$ cat config.mk
export PLATFORM = sky130hd
export DESIGN_NAME = ebr_ctrl
export DESIGN_NICKNAME = d
export VERILOG_FILES = /design/src/design/ebr_pkg.sv /design/src/design/ebr_sync_if.sv /design/src/design/ebr_sync.sv /design/src/design/ebr_ctrl.sv
export SDC_FILE = /design/constraint.sdc
export NUM_CORES = 1
export LEC_CHECK = 0
export ABC_AREA = 0
export BUFFER_PORTS_ARGS = -buffer_cell sky130_fd_sc_hd__buf_4
export CORE_MARGIN = 4
export CORE_UTILIZATION = 27
export CTS_BUF_LIST = sky130_fd_sc_hd__clkbuf_4 sky130_fd_sc_hd__clkbuf_8 sky130_fd_sc_hd__clkbuf_16
export DETAILED_ROUTE_END_ITERATION = 8
export PLACE_DENSITY = 0.6
export SLEW_MARGIN = 20
export SYNTH_ARGS = -nofsm -noshare
export SYNTH_HDL_FRONTEND = slang
export SYNTH_SLANG_ARGS = --single-unit
$ cat constraint.sdc
create_clock -name clk_in -period 4.6 [get_ports clk_in]
set_clock_uncertainty 0.15 [all_clocks]
set_input_delay 0.92 -clock clk_in [delete_from_list [all_inputs] [get_ports clk_in]]
set_output_delay 0.92 -clock clk_in [all_outputs]
set_load 0.005 [all_outputs]
$ cat src/design/ebr_pkg.sv
// Shared constants and types for the external bus idle-cycle and release block.
// Assumes a single bus clock and a synchronous active-high reset.
package ebr_pkg;
    localparam int          AREAS        = 8;
    localparam int          ADDR_W       = 21;
    localparam int          DATA_W       = 16;
    localparam int          ACK_W        = 4;
    localparam int          SYNC_STAGES  = 3;
    localparam int          REQ_SETUP_CY = 2;
    localparam logic [3:0]  IDLE_EN_RST  = 4'hF;
    localparam logic [1:0]  CNT_A_RST    = 2'h3;
    localparam logic [1:0]  CNT_B_RST    = 2'h3;
    localparam logic [7:0]  SEL_RST      = 8'h00;
    localparam logic [2:0]  IDLE_CNT_W0  = 3'h0;

    typedef enum logic [1:0] {
        EBR_ACC_READ,
        EBR_ACC_WRITE,
        EBR_ACC_SA_WRITE
    } ebr_acc_type;

    typedef enum {
        EBR_ST_BUS_IDLE,
        EBR_ST_GAP,
        EBR_ST_ACCESS,
        EBR_ST_REL_SETUP,
        EBR_ST_RELEASED,
        EBR_ST_REL_EXIT
    } ebr_state_type;
endpackage : ebr_pkg

$ cat src/design/ebr_sync_if.sv
// Interface carrying a synchronised pin level from the sampler to the controller.
// Assumes both ends share the bus clock.
`timescale 1ns/1ns
`default_nettype none
interface ebr_sync_if;
    logic level;
    modport producer (output level);
    modport consumer (input level);
endinterface : ebr_sync_if
`default_nettype wire

$ cat src/design/ebr_sync.sv
// Three-stage pin sampler; the level changes once stages two and three agree.
// Assumes an asynchronous pin input and the bus clock.
`timescale 1ns/1ns
`default_nettype none
module ebr_sync #(
    parameter logic RESET_VAL = 1'b1
) (
    // Clock and reset.
    input  wire logic clk_in,
    input  wire logic rst_in,
    // Pin and result.
    input  wire logic pin_in,
    ebr_sync_if.producer sync_out
);
    logic [ebr_pkg::SYNC_STAGES-1:0] stage_r;
    logic                            level_r;

    always_ff @(posedge clk_in) begin
        if (rst_in) begin
            stage_r <= {ebr_pkg::SYNC_STAGES{RESET_VAL}};
        end else begin
            stage_r <= {stage_r[ebr_pkg::SYNC_STAGES-2:0], pin_in};
        end
    end

    always_ff @(posedge clk_in) begin
        if (rst_in) begin
            level_r <= RESET_VAL;
        end else if (stage_r[1] == stage_r[2]) begin
            level_r <= stage_r[2];
        end
    end

    assign sync_out.level = level_r;
endmodule : ebr_sync
`default_nettype wire

$ cat src/design/ebr_ctrl.sv
// External bus controller: idle-cycle insertion between external cycles and bus release.
// Assumes internal masters hold a request until it is started, and control bits are static ports.
`timescale 1ns/1ns
`default_nettype none
module ebr_ctrl #(
    parameter int AREAS  = ebr_pkg::AREAS,
    parameter int ADDR_W = ebr_pkg::ADDR_W,
    parameter int DATA_W = ebr_pkg::DATA_W
) (
    // Clock and reset.
    input  wire logic              clk_in,
    input  wire logic              rst_in,
    // Configuration.
    input  wire logic              ext_mode_in,
    input  wire logic              release_enable_in,
    input  wire logic              input_buffer_control_in,
    input  wire logic              request_out_enable_in,
    input  wire logic              idle_cfg_load_in,
    input  wire logic [3:0]        idle_en_in,
    input  wire logic [1:0]        idle_count_a_in,
    input  wire logic [1:0]        idle_count_b_in,
    input  wire logic [AREAS-1:0]  idle_setting_select_per_area_in,
    // Internal access request.
    input  wire logic              acc_req_in,
    input  wire logic [1:0]        acc_kind_in,
    input  wire logic [2:0]        acc_area_in,
    input  wire logic [ADDR_W-1:0] acc_addr_in,
    input  wire logic              acc_done_in,
    input  wire logic              standby_entry_in,
    input  wire logic              clock_freq_setting_write_in,
    output logic                   acc_start_out,
    output logic                   acc_defer_out,
    // External pins.
    input  wire logic              ext_release_request_n_in,
    output logic                   bus_ack_n_out,
    output logic                   bus_return_request_n_out,
    output logic                   bus_oe_n_out,
    output logic                   data_oe_n_out,
    output logic                   idle_cycle_out,
    output logic [ADDR_W-1:0]      addr_out,
    output logic [AREAS-1:0]       chip_select_n_out,
    output logic                   strobes_n_out,
    output logic                   address_hold_out,
    output logic [ebr_pkg::ACK_W-1:0] transfer_ack_n_out,
    // Status.
    output logic [3:0]             idle_en_out
);
    // Refuses parameter values that the select decode cannot serve.
    if (AREAS != 8 || ADDR_W < 1 || DATA_W < 1) begin : g_param_check
        $error("ebr_ctrl: unsupported parameters");
    end

    ebr_sync_if req_sync ();
    ebr_sync #(.RESET_VAL(1'b1)) u_req_sync (
        .clk_in   (clk_in),
        .rst_in   (rst_in),
        .pin_in   (ext_release_request_n_in),
        .sync_out (req_sync.producer)
    );

    ebr_pkg::ebr_state_type state_r;
    logic [3:0]             idle_en_r;
    logic [1:0]             cnt_a_r;
    logic [1:0]             cnt_b_r;
    logic [AREAS-1:0]       sel_r;
    logic                   prev_valid_r;
    logic [1:0]             prev_kind_r;
    logic [2:0]             prev_area_r;
    logic [2:0]             gap_r;
    logic [2:0]             gap_nxt;
    logic [1:0]             setup_r;
    logic [ADDR_W-1:0]      addr_r;
    logic                   ret_req_r;
    logic                   req_ok;
    logic                   prev_is_read;
    logic                   use_b;
    logic [2:0]             len_a;
    logic [2:0]             len_b;

    assign req_ok = ext_mode_in && release_enable_in && input_buffer_control_in && !req_sync.level;
    assign prev_is_read = prev_valid_r && (prev_kind_r == 2'(ebr_pkg::EBR_ACC_READ));
    assign use_b = sel_r[prev_area_r];
    assign len_a = {1'b0, cnt_a_r} + 3'h1;
    assign len_b = (cnt_b_r == 2'h0) ? ebr_pkg::IDLE_CNT_W0 : {1'b0, cnt_b_r} + 3'h1;

    // Gap length for the pending access against the previous one.
    always_comb begin
        gap_nxt = ebr_pkg::IDLE_CNT_W0;
        if (prev_valid_r && prev_kind_r == 2'(ebr_pkg::EBR_ACC_SA_WRITE) && idle_en_r[3]) begin
            gap_nxt = len_a;
        end else if (prev_is_read && acc_kind_in == 2'(ebr_pkg::EBR_ACC_READ) && acc_area_in != prev_area_r
                     && idle_en_r[1]) begin
            gap_nxt = use_b ? len_b : len_a;
        end else if (prev_is_read && acc_kind_in != 2'(ebr_pkg::EBR_ACC_READ) && idle_en_r[0]) begin
            gap_nxt = use_b ? len_b : len_a;
        end else if (prev_valid_r && prev_kind_r == 2'(ebr_pkg::EBR_ACC_WRITE)
                     && acc_kind_in == 2'(ebr_pkg::EBR_ACC_READ) && idle_en_r[2]) begin
            gap_nxt = len_a;
        end
    end

    always_ff @(posedge clk_in) begin
        if (rst_in) begin
            idle_en_r <= ebr_pkg::IDLE_EN_RST;
            cnt_a_r   <= ebr_pkg::CNT_A_RST;
            cnt_b_r   <= ebr_pkg::CNT_B_RST;
            sel_r     <= ebr_pkg::SEL_RST;
        end else if (idle_cfg_load_in) begin
            idle_en_r <= idle_en_in;
            cnt_a_r   <= idle_count_a_in;
            cnt_b_r   <= idle_count_b_in;
            sel_r     <= idle_setting_select_per_area_in;
        end
    end

    // Main sequencer.
    always_ff @(posedge clk_in) begin
        if (rst_in) begin
            state_r      <= ebr_pkg::EBR_ST_BUS_IDLE;
            gap_r        <= ebr_pkg::IDLE_CNT_W0;
            setup_r      <= 2'h0;
            prev_valid_r <= 1'b0;
            prev_kind_r  <= 2'h0;
            prev_area_r  <= 3'h0;
            addr_r       <= '0;
        end else begin
            case (state_r)
                ebr_pkg::EBR_ST_BUS_IDLE: begin
                    if (req_ok) begin
                        state_r <= ebr_pkg::EBR_ST_REL_SETUP;
                        setup_r <= 2'h0;
                    end else if (acc_req_in) begin
                        addr_r <= acc_addr_in;
                        if (gap_nxt != ebr_pkg::IDLE_CNT_W0) begin
                            state_r <= ebr_pkg::EBR_ST_GAP;
                            gap_r   <= gap_nxt;
                        end else begin
                            state_r <= ebr_pkg::EBR_ST_ACCESS;
                        end
                    end
                end
                ebr_pkg::EBR_ST_GAP: begin
                    if (gap_r == 3'h1) begin
                        state_r <= ebr_pkg::EBR_ST_ACCESS;
                    end
                    gap_r <= gap_r - 3'h1;
                end
                ebr_pkg::EBR_ST_ACCESS: begin
                    if (acc_done_in) begin
                        state_r      <= ebr_pkg::EBR_ST_BUS_IDLE;
                        prev_valid_r <= 1'b1;
                        prev_kind_r  <= acc_kind_in;
                        prev_area_r  <= acc_area_in;
                    end
                end
                ebr_pkg::EBR_ST_REL_SETUP: begin
                    if (setup_r == 2'(ebr_pkg::REQ_SETUP_CY - 1)) begin
                        state_r <= ebr_pkg::EBR_ST_RELEASED;
                    end
                    setup_r <= setup_r + 2'h1;
                end
                ebr_pkg::EBR_ST_RELEASED: begin
                    if (req_sync.level) begin
                        state_r <= ebr_pkg::EBR_ST_REL_EXIT;
                    end
                end
                ebr_pkg::EBR_ST_REL_EXIT: begin
                    state_r      <= ebr_pkg::EBR_ST_BUS_IDLE;
                    prev_valid_r <= 1'b0;
                end
                default: begin
                    state_r <= ebr_pkg::EBR_ST_BUS_IDLE;
                end
            endcase
        end
    end

    // Return request toward the external master.
    always_ff @(posedge clk_in) begin
        if (rst_in) begin
            ret_req_r <= 1'b0;
        end else if (state_r == ebr_pkg::EBR_ST_RELEASED && request_out_enable_in && !req_sync.level
                     && (acc_req_in || standby_entry_in || clock_freq_setting_write_in)) begin
            ret_req_r <= 1'b1;
        end else if (state_r != ebr_pkg::EBR_ST_RELEASED || req_sync.level) begin
            ret_req_r <= 1'b0;
        end
    end

    logic released;
    logic in_gap;
    assign released = (state_r == ebr_pkg::EBR_ST_RELEASED);
    assign in_gap   = (state_r == ebr_pkg::EBR_ST_GAP);

    assign acc_start_out = (state_r == ebr_pkg::EBR_ST_ACCESS);
    assign acc_defer_out = acc_req_in && (released || state_r == ebr_pkg::EBR_ST_REL_SETUP
                           || state_r == ebr_pkg::EBR_ST_REL_EXIT);
    assign bus_ack_n_out            = !released;
    assign bus_return_request_n_out = !ret_req_r;
    assign bus_oe_n_out             = released;
    assign data_oe_n_out            = released || in_gap || acc_kind_in == 2'(ebr_pkg::EBR_ACC_READ)
                                      || state_r != ebr_pkg::EBR_ST_ACCESS;
    assign idle_cycle_out           = in_gap;
    assign addr_out                 = addr_r;
    assign chip_select_n_out        = acc_start_out ? ~(AREAS'(1) << acc_area_in) : '1;
    assign strobes_n_out            = !acc_start_out;
    assign address_hold_out         = 1'b0;
    assign transfer_ack_n_out       = '1;
    assign idle_en_out              = idle_en_r;

    property p_ack_follows_release;
        @(posedge clk_in) disable iff (rst_in)
        (state_r == ebr_pkg::EBR_ST_REL_SETUP && setup_r == 2'h1) |=> !bus_ack_n_out && bus_oe_n_out;
    endproperty
    a_ack_follows_release: assert property (p_ack_follows_release) else $error("ack not low on release");

    property p_no_start_released;
        @(posedge clk_in) disable iff (rst_in)
        !bus_ack_n_out |-> !acc_start_out && transfer_ack_n_out == '1;
    endproperty
    a_no_start_released: assert property (p_no_start_released) else $error("access started while released");

    property p_gap_pins;
        @(posedge clk_in) disable iff (rst_in)
        idle_cycle_out |-> strobes_n_out && chip_select_n_out == '1 && data_oe_n_out && !address_hold_out;
    endproperty
    a_gap_pins: assert property (p_gap_pins) else $error("pins wrong in idle cycle");

    property p_reset_enables;
        @(posedge clk_in) $fell(rst_in) |-> idle_en_out == ebr_pkg::IDLE_EN_RST;
    endproperty
    a_reset_enables: assert property (p_reset_enables) else $error("idle enables not set after reset");

    property p_release_priority;
        @(posedge clk_in) disable iff (rst_in)
        (state_r == ebr_pkg::EBR_ST_BUS_IDLE && req_ok && acc_req_in) |=> state_r == ebr_pkg::EBR_ST_REL_SETUP;
    endproperty
    a_release_priority: assert property (p_release_priority) else $error("release lost priority");

    property p_ret_req;
        @(posedge clk_in) disable iff (rst_in)
        (released && request_out_enable_in && acc_req_in && !req_sync.level) |=> !bus_return_request_n_out;
    endproperty
    a_ret_req: assert property (p_ret_req) else $error("return request not driven");

    property p_no_release_disabled;
        @(posedge clk_in) disable iff (rst_in)
        (state_r == ebr_pkg::EBR_ST_BUS_IDLE && !release_enable_in && !acc_req_in) |=>
            state_r != ebr_pkg::EBR_ST_REL_SETUP;
    endproperty
    a_no_release_disabled: assert property (p_no_release_disabled) else $error("release while disabled");

    property p_exit_release;
        @(posedge clk_in) disable iff (rst_in)
        (released && req_sync.level) |=> ##1 bus_ack_n_out && !bus_oe_n_out;
    endproperty
    a_exit_release: assert property (p_exit_release) else $error("bus not returned");

    property p_ret_req_power;
        @(posedge clk_in) disable iff (rst_in)
        (released && request_out_enable_in && !req_sync.level && (standby_entry_in || clock_freq_setting_write_in))
            |=> !bus_return_request_n_out;
    endproperty
    a_ret_req_power: assert property (p_ret_req_power) else $error("return request missing");

    property p_ret_clears_with_ack;
        @(posedge clk_in) disable iff (rst_in)
        $rose(bus_ack_n_out) |-> bus_return_request_n_out;
    endproperty
    a_ret_clears_with_ack: assert property (p_ret_clears_with_ack) else $error("return request held");

    property p_release_floats;
        @(posedge clk_in) disable iff (rst_in)
        released |-> bus_oe_n_out && data_oe_n_out && chip_select_n_out == '1 && strobes_n_out;
    endproperty
    a_release_floats: assert property (p_release_floats) else $error("bus driven while released");

    property p_defer_in_release;
        @(posedge clk_in) disable iff (rst_in)
        (released && acc_req_in) |-> acc_defer_out;
    endproperty
    a_defer_in_release: assert property (p_defer_in_release) else $error("access not deferred");

    property p_gap_ends_in_access;
        @(posedge clk_in) disable iff (rst_in)
        (in_gap && gap_r == 3'h1) |=> acc_start_out && !idle_cycle_out;
    endproperty
    a_gap_ends_in_access: assert property (p_gap_ends_in_access) else $error("gap did not end");
endmodule : ebr_ctrl
`default_nettype wire

==> summary.md, run 1 <==
| Metric | Value |
|---|---|
| Hold Vio Cnt, Final | 0 |
| Tot GR Track Use | 11.6% |
| Fmax | 336 MHz |
| Die W | 107 um |
| Die ar. | 0.0115 sq mm |
| Status | complete, no violations |
| First-pass GRT wire length | 10.9 mm |
| CTS-repair resized insts | 0 |
| HPWL after DPL | 5.17 mm |
| Commonest cells post-synth | nand2_1, dfxtp_1, a21oi_1, nor2_1, mux2i_1 |
| Slew margin rel. | 49.6% |
| # port buffers | 94 |
| Clk slew on worst S/H paths | 0.10 ns |
| Yosys cell types | 46 |
| CTS Buf Count | 5 |
| Tcrit/Tclk final | 64.7% |
| Area Overhead vs Synth | 32.7% |
| Worst hold margin | 0.266 ns |
| Wirelength per Cell | 12.9 um |
| Worst setup margin | 1.62 ns |
| # Max-Cap Violations | 0 |
| Ranking of synthesized cells by area | dfxtp_1, nand2_1, mux2i_1 |
| CP endpoint kind | output pin |
| CP Max Fanout | 19 |
| Nets | 456 |
| Core footprint | 0.00942 sq mm |
| Cell taking the most area after synthesis | dfxtp_1 |
| Slew @ Worst Pin | 0.754 ns |
| Cell with the most instances after synthesis | nand2_1 |
| 1st-iter DRT viols | 113 |
| Setup bufs post-CTS | 0 |
| WP data arrival | 1.91 ns |
| # setup viols final | 0 |
| Minimum clock period | 2.98 ns |
| Row Count | 35 |
| Pre-antenna DRT Iters | 4 |
| Post-CTS Hold Buffers | 0 |
| Flops & latches, synth | 56 |
| Crit start category | flip-flop |
| Vias in the first global route | 2321 |
| Setup CP Type | reg -> out |
| Setup TNS | 0 ns |
| Via-per-instance ratio | 4.55 |
| FF-to-FF setup slack | 2.04 ns |
| Total power | 1.31 mW |
| Sink Count | 56 |
| CTS Root Cell | clkbuf_8 |
| Pin count of the biggest net entering global routing | 48 |
| Final ANT Viol Nets | 0 |
| Post-synth ARST share | 0% |
| Fin. max-slew vios | 0 |
| DRC viols | 0 |
| RSZ-0062 raised after global routing | false |
| CTS tree | yes |
| Clk buf depth | 2 |
| Antenna diodes | 0 |
| Sequential share of the synthesized area | 42.3% |
| Worst hold path type | reg -> reg |
| Worst VDD drop | 164 uV |
| Post-Place Setup Slack | 1.68 ns |
| Io pins | 100 |
| Mean area per synthesized cell | 8.42 sq um |
| Via count | 2394 |
| Depth of the CTS H-tree | 2 |
| Worst skew pair latency | 0.31 ns |
| Initial antenna violation count | 0 |
| Cell count after synthesis | 315 |
| Total wire length | 6.79 mm |
| Cell Area, Synth | 0.00265 sq mm |
| Pwr dens | 373 mW/mm^2 |
| Initial cell density of the core | 28.2% |
| Area share of the largest cell type after synthesis | 42.3% |
| Fraction of layout instances using a drive strength above 1 | 28.5% |
| Main synth FF type | dfxtp_1 |
| Die Y-Extent | 107 um |
| Synth warnings | 0 |
| LEAKAGE | 1.52 nW |
| Placer Congestion | 0.801 |
| Total grt overflow | 0 |
| EDFF count, synth | 0 |
| Critical path required time | 3.53 ns |
layout by cell type (no fill, tap or decap), drive strengths merged, types with 2 or more instances in the layout:
| cell | count |
|---|---|
| buf | 95 |
| nand3b | 3 |
| a31oi | 2 |
| o211ai | 3 |
| mux2i | 23 |
| mux4 | 2 |
| nor2 | 27 |
| nand2 | 66 |
| o31ai | 2 |
| or3 | 2 |
| dfxtp | 56 |
| nor3 | 3 |
| conb | 5 |
| or2 | 5 |
| nand3 | 6 |
| or3b | 2 |
| inv | 12 |
| xnor2 | 3 |
| o21ai | 9 |
| and2 | 2 |
| a21oi | 28 |
| nand4 | 2 |
| nand2b | 3 |
| clkbuf | 6 |
| ha | 6 |
| o311ai | 2 |
| nor2b | 3 |
| o2bb2ai | 2 |
logic make-up (layout without fill, tap and decap cells):
logic type               Yosys count  in the layout  synth area share, %
AO/OA/AOI/OAI                     60             60                 14.8
XOR/XNOR                           3              3                0.991
adder cells (fa/ha/maj)            6              6                 2.83
buffers and inverters             35            114                 5.66
flip-flops                        56             56                 42.3
multiplexers                      25             25                 11.1
other                              2              5                0.283
AND/OR/NAND/NOR                  128            128                 22.0
sequential cells by signal (all words and copies together), names as in the netlist:
signal	cells
state_r	3
gap_r	3
sel_r	8
u_req_sync.stage_r	3
prev_kind_r	2
setup_r	2
cnt_a_r	2
idle_en_out	4
u_req_sync.sync_out.level	1
prev_valid_r	1
cnt_b_r	2
ret_req_r	1
prev_area_r	3
addr_out	21
final cells by class:
| type | count | area (sq um) |
|---|---|---|
| multi-input combinational | 227 | 1390 |
| timing repair buffer | 95 | 713 |
| inverter | 11 | 41.3 |
| tap | 129 | 161 |
| sequential | 56 | 1120 |
| clock inverter | 2 | 13.8 |
| clock buffer | 6 | 76.3 |
| fill | 988 | 5900 |
metal layers:
metal	wire length (um)	up-vias	track usage, %
li1	-	1226	-
met1	2980	1097	14.6
met2	3310	63	19.6
met3	370	8	2.59
met4	130	0	3.65
met5	0	-	0
power breakdown:
group | internal, mW | switching (mW) | total (mW) | leakage, nW
logic | 0.212 | 0.221 | 0.433 | 1.01
registers | 0.545 | 0.0584 | 0.603 | 0.460
clock network | 0.115 | 0.161 | 0.276 | 0.0490
total | 0.872 | 0.441 | 1.31 | 1.52
worst paths after layout:
kind / startpoint / to / cells past startpoint
setup / recovery: state_r[1] / chip_select_n_out[7] / 5
setup reg to reg: prev_area_r[1] / state_r[1] / 6
hold reg to reg: u_req_sync.stage_r[0] / u_req_sync.stage_r[1] / 1
hold / removal: u_req_sync.stage_r[0] / u_req_sync.stage_r[1] / 1
metrics by stage:
step / util (%) / cells / area [sq um]
3_3_place_gp: 36.4 / 518 / 3430
6_report: 37.4 / 526 / 3520
4_1_cts: 37.4 / 526 / 3520
5_1_grt: 37.4 / 526 / 3520
2_1_floorplan: - / 318 / 2660
3_5_place_dp: 36.4 / 518 / 3430
worst max-delay path: stages (launching register included):
cell,delay [ns]
dfxtp_1,0.68
nand3b_1,0.26
inv_1,0.19
and2_1,0.24
nand3_1,0.10
buf_4,0.14
No activity file was read; power rests on OpenSTA's default activity.
==> inputs of run 2 (changes only) <==
clock period = 2.9 ns   (was 4.6 ns; I/O delays follow)
==> summary.md, run 2 (synthesized netlist as in run 1, its figures left out) <==
| Metric | Value |
|---|---|
| Status | complete, no violations (unchanged) |
| Via count | 2442 (was 2394) |
| Pin count of the biggest net entering global routing | 48 (unchanged) |
| Total grt overflow | 0 (unchanged) |
| Tot GR Track Use | 11.9% (was 11.6%) |
| Flop pwr share | 45.8% (was 46.0%) |
| First-pass GRT wire length | 11.2 mm (was 10.9 mm) |
| HPWL after DPL | 5.37 mm (was 5.17 mm) |
| Setup CP Type | reg -> out (unchanged) |
| # Max-Cap Violations | 0 (unchanged) |
| FF-to-FF setup slack | 0.35 ns (was 2.04 ns) |
| Initial cell density of the core | 28.2% (unchanged) |
| Minimum clock period | 2.63 ns |
| Wirelength per Cell | 13.3 um (was 12.9 um) |
| Post-CTS Hold Buffers | 0 (unchanged) |
| # port buffers | 94 (unchanged) |
| CP endpoint kind | output pin (unchanged) |
| Crit start category | flip-flop (unchanged) |
| Sink Count | 56 (unchanged) |
| Hold Vio Cnt, Final | 0 (unchanged) |
| Clk buf depth | 2 (unchanged) |
| Post-Place Setup Slack | 0.324 ns (was 1.68 ns) |
| Worst hold path type | reg -> reg (unchanged) |
| WP data arrival | 1.90 ns (was 1.91 ns) |
| Switching power | 0.705 mW (was 0.441 mW) |
| Total wire length | 7.02 mm (was 6.79 mm) |
| CP Max Fanout | 19 (unchanged) |
| Switching Fraction | 33.7% (was 33.6%) |
| DRC viols | 0 (unchanged) |
| Most frequent cells in the layout | buf_4, nand2_1, dfxtp_1, a21oi_1, nor2_1 (unchanged) |
| Placed Area | 0.00344 sq mm (was 0.00343 sq mm) |
| Die ar. | 0.0115 sq mm (unchanged) |
| Worst setup margin | 0.269 ns (was 1.62 ns) |
| Io pins | 100 (unchanged) |
| Fin util | 37.4% (about the same) |
| Die Y-Extent | 107 um (unchanged) |
| CTS Buf Count | 5 (unchanged) |
| Fin. max-slew vios | 0 (unchanged) |
| Pre-antenna DRT Iters | 5 (was 4) |
| Die W | 107 um (unchanged) |
| RSZ-0062 raised after global routing | false (unchanged) |
| Commonest non-fill, non-tap cell in the layout | buf_4 (unchanged) |
| Internal power | 1.39 mW (was 0.872 mW) |
| Placer Congestion | 0.762 (was 0.801) |
| Core footprint | 0.00942 sq mm (unchanged) |
| Worst skew pair latency | 0.31 ns (about the same) |
| Fraction of layout instances using a drive strength above 1 | 28.6% (was 28.5%) |
| Fmax | 380 MHz |
| Clk pwr share | 21.0% (about the same) |
| Critical path required time | 2.17 ns (was 3.53 ns) |
| Pwr dens | 594 mW/mm^2 (was 373 mW/mm^2) |
| Worst VDD drop | 265 uV (was 164 uV) |
| Initial antenna violation count | 0 (unchanged) |
| Area Overhead vs Synth | 33.0% (was 32.7%) |
| Via-per-instance ratio | 4.63 (was 4.55) |
| LEAKAGE | 1.52 nW (about the same) |
| Setup TNS | 0 ns (unchanged) |
| Setup bufs post-CTS | 0 (unchanged) |
| Nets | 457 (was 456) |
| Depth of the CTS H-tree | 2 (unchanged) |
| Vias in the first global route | 2305 (was 2321) |
| 1st-iter DRT viols | 77 (was 113) |
| Slew margin rel. | 62.3% (was 49.6%) |
| Largest register FFs | 21 (unchanged) |
| Antenna diodes | 0 (unchanged) |
| Slew @ Worst Pin | 0.565 ns (was 0.754 ns) |
| Tcrit/Tclk final | 90.7% |
| CTS Root Cell | clkbuf_8 (unchanged) |
| Final ANT Viol Nets | 0 (unchanged) |
| Row Count | 35 (unchanged) |
| Comb pwr share | 33.2% (was 33.0%) |
| CTS-repair resized insts | 0 (unchanged) |
| CTS tree | yes (unchanged) |
| Clk slew on worst S/H paths | 0.10 ns (about the same) |
| Final Cell Area | 0.00353 sq mm (was 0.00352 sq mm) |
| # setup viols final | 0 (unchanged) |
==> run 2: changes by cell type in the layout (fill, tap and decap cells not counted) <==
cell   change
buf_4      +1
==> run 2: per-layer routing <==
layer  track usage [%]  up-vias  share of wire, %
met5                 0        -                 0
met4              2.65        0               1.1
met3              2.89        9               5.0
met2              20.4       62                51
met1              15.2     1146                43
li1                  -     1225                 -
==> run 2: cell type report <==
cell class / count / area [sq um]
flip-flops and latches: 56 / 1120
repair buffers: 96 / 721
clock inverters: 2 / 13.8
fillers: 973 / 5890
inverters: 11 / 41.3
multi-input cells: 227 / 1390
well taps: 129 / 161
clock buffers: 6 / 76.3
==> run 2: worst max-delay path, cell delays in order, from the launching register on <==
cell and delay [ns]:
dfxtp_1 0.69, nand3b_1 0.25, inv_1 0.18, and2_1 0.23, nand3_1 0.10, buf_4 0.14
==> run 2: power groups by stage <==
stage          combinational, mW  sequential [mW]  clock [mW]
2_1_floorplan              0.458            0.934           0
3_3_place_gp               0.692            0.969           0
3_5_place_dp               0.703            0.977           0
4_1_cts                    0.705            0.959       0.455
5_1_grt                    0.779            0.974       0.494
6_report                   0.694            0.959       0.440
==> run 2: worst paths after layout <==
kind | endpoint | depth (start not counted) | start
max | chip_select_n_out[7] | 5 | state_r[1]
min | u_req_sync.stage_r[1] | 1 | u_req_sync.stage_r[0]
max reg2reg | gap_r[0] | 6 | prev_area_r[1]
min reg2reg | u_req_sync.stage_r[1] | 1 | u_req_sync.stage_r[0]
==> run 2: per-stage QoR <==
stage | total power [mW] | std cells | hold WS, ns
after floorplan | 1.39 | 318 | 0.239
after global placement | 1.66 | 519 | 0.245
after detailed placement | 1.68 | 519 | 0.250
after CTS | 2.12 | 527 | 0.276
after global routing | 2.25 | 527 | 0.290
final | 2.09 | 527 | 0.272
==> inputs of run 3 (changes only) <==
CORE_MARGIN = default   (was 4)
CORE_UTILIZATION = 40   (was 27)
PLACE_DENSITY = 0.68   (was 0.6)
==> summary.md, run 3 (synthesized netlist as in run 1, its figures left out) <==
| Metric | Value |
|---|---|
| Placer Congestion | 0.849 (was 0.762) |
| Fraction of layout instances using a drive strength above 1 | 29.0% (was 28.6%) |
| # setup viols final | 0 (unchanged) |
| Fin. max-slew vios | 0 (unchanged) |
| # Max-Cap Violations | 0 (unchanged) |
| Row Count | 29 (was 35) |
| CP Max Fanout | 5 (was 19) |
| Wirelength per Cell | 13.0 um (was 13.3 um) |
| LEAKAGE | 1.55 nW (was 1.52 nW) |
| Fmax | 395 MHz (was 380 MHz) |
| Setup CP Type | reg -> reg (was reg -> out) |
| Die ar. | 0.00696 sq mm (was 0.0115 sq mm) |
| RR Startpoint | prev_area_r[1] (unchanged) |
| Core footprint | 0.00639 sq mm (was 0.00942 sq mm) |
| Sink Count | 56 (unchanged) |
| Hold Vio Cnt, Final | 0 (unchanged) |
| Min-Delay Startpoint | u_req_sync.stage_r[0] (unchanged) |
| Initial antenna violation count | 0 (unchanged) |
| Worst setup margin | 0.368 ns (was 0.269 ns) |
| Die W | 83.4 um (was 107 um) |
| 1st-iter DRT viols | 120 (was 77) |
| DRC viols | 0 (unchanged) |
| Clk buf depth | 2 (unchanged) |
| Io pins | 100 (unchanged) |
| CTS Root Cell | clkbuf_8 (unchanged) |
| First-pass GRT wire length | 10.6 mm (was 11.2 mm) |
| CTS tree | yes (unchanged) |
| Total grt overflow | 0 (unchanged) |
| Pin count of the biggest net entering global routing | 48 (unchanged) |
| Final ANT Viol Nets | 0 (unchanged) |
| Worst hold margin | 0.266 ns (was 0.272 ns) |
| Pre-antenna DRT Iters | 4 (was 5) |
| Tot GR Track Use | 18.5% (was 11.9%) |
| Worst skew pair latency | 0.30 ns (was 0.31 ns) |
| Most frequent cells in the layout | buf_4, nand2_1, dfxtp_1, a21oi_1, nor2_1 (unchanged) |
| Area Overhead vs Synth | 32.5% (was 33.0%) |
| Largest register FFs | 21 (unchanged) |
| Minimum clock period | 2.53 ns (was 2.63 ns) |
| Setup bufs post-CTS | 0 (unchanged) |
| Tcrit/Tclk final | 87.3% (was 90.7%) |
| Filler cells | 602 (was 973) |
| FF-to-FF path depth | 6 (unchanged) |
| Via count | 2409 (was 2442) |
| Total wire length | 6.18 mm (was 7.02 mm) |
| Vias in the first global route | 2272 (was 2305) |
| CTS Buf Count | 5 (unchanged) |
| # port buffers | 94 (unchanged) |
| Worst r2r dst | state_r[1] (was gap_r[0]) |
| Fin util | 55.0% (was 37.4%) |
| CTS-repair resized insts | 0 (unchanged) |
| FF-to-FF setup slack | 0.37 ns (was 0.35 ns) |
| Post-CTS Hold Buffers | 0 (unchanged) |
| Worst hold path type | reg -> reg (unchanged) |
| Status | complete, no violations (unchanged) |
| Pwr dens | 628 mW/mm^2 (was 594 mW/mm^2) |
| Die Y-Extent | 83.4 um (was 107 um) |
| Setup TNS | 0 ns (unchanged) |
| Sink of the worst hold path | u_req_sync.stage_r[1] (unchanged) |
| Crit start category | flip-flop (unchanged) |
| Nets | 459 (was 457) |
| Depth of the CTS H-tree | 2 (unchanged) |
| WP data arrival | 2.61 ns (was 1.90 ns) |
| Antenna diodes | 0 (unchanged) |
| Via-per-instance ratio | 5.05 (was 4.63) |
| Critical path required time | 2.98 ns (was 2.17 ns) |
| Post-Place Setup Slack | 0.337 ns (was 0.324 ns) |
| HPWL after DPL | 4.62 mm (was 5.37 mm) |
| CP endpoint kind | flip-flop (was output pin) |
| Initial cell density of the core | 41.5% (was 28.2%) |
| Worst VDD drop | 365 uV (was 265 uV) |
| Commonest non-fill, non-tap cell in the layout | buf_4 (unchanged) |
| Clk slew on worst S/H paths | 0.09 ns (was 0.10 ns) |
| RSZ-0062 raised after global routing | false (unchanged) |
| Hold Crit Depth | 1 (unchanged) |
==> run 3: changes by cell type in the layout (fill, tap and decap cells not counted), sizes merged <==
cell	previous run	this run
bufinv	0	1
buf	96	98
clkinv	1	0
inv	12	11
clkbuf	6	7
==> run 3: worst max-delay path by stage <==
stage | cells past startpoint | startpoint | slack [ns] | endpoint
after floorplan | 6 | prev_area_r[1] | 0.55 | gap_r[0]
after global placement | 7 | acc_kind_in[0] | 0.35 | gap_r[1]
after detailed placement | 7 | acc_kind_in[0] | 0.34 | gap_r[2]
after CTS | 6 | prev_area_r[1] | 0.37 | state_r[1]
after global routing | 6 | prev_area_r[2] | 0.19 | state_r[1]
final | 6 | prev_area_r[1] | 0.37 | state_r[1]
==> run 3: routing by layer <==
| layer | up-vias | track usage (%) | wire length, um |
|---|---|---|---|
| li1 | 1238 | - | - |
| met1 | 1104 | 24.5 | 2780 |
| met2 | 60 | 30.8 | 3010 |
| met3 | 7 | 3.08 | 300 |
| met4 | 0 | 6.01 | 94 |
| met5 | - | 0 | 0 |
==> run 3: worst max-delay path, stage by stage (launching register included) <==
cell,delay [ns]
dfxtp_1,0.41
mux4_1,0.62
mux2i_4,0.25
mux2i_1,0.39
o21ai_0,0.20
a211o_1,0.28
a21oi_1,0.16
==> run 3: area by class of cell <==
class,instances,area [sq um],area share (%)
sequential,56,1120,31.9
inverter,11,41.3,1.18
timing repair buffer,98,736,20.9
clock buffer,7,96.3,2.74
tap,77,96.3,2.74
clock inverter,1,30.0,0.855
multi-input combinational,227,1390,39.6
==> run 3: report_power, final <==
part	switching [mW]	leakage, nW	total (mW)	internal (mW)
logic	0.374	1.02	0.725	0.352
clock network	0.247	0.0645	0.552	0.305
registers	0.0638	0.460	0.928	0.864
total	0.684	1.55	2.20	1.52
==> run 3: through the flow <==
| step | std cells | area (sq um) | power [mW] |
|---|---|---|---|
| floorplan | 318 | 2660 | 1.39 |
| global placement | 469 | 3390 | 1.66 |
| detailed placement | 469 | 3390 | 1.68 |
| CTS | 477 | 3510 | 2.23 |
| global route | 477 | 3510 | 2.36 |
| finish | 477 | 3510 | 2.20 |
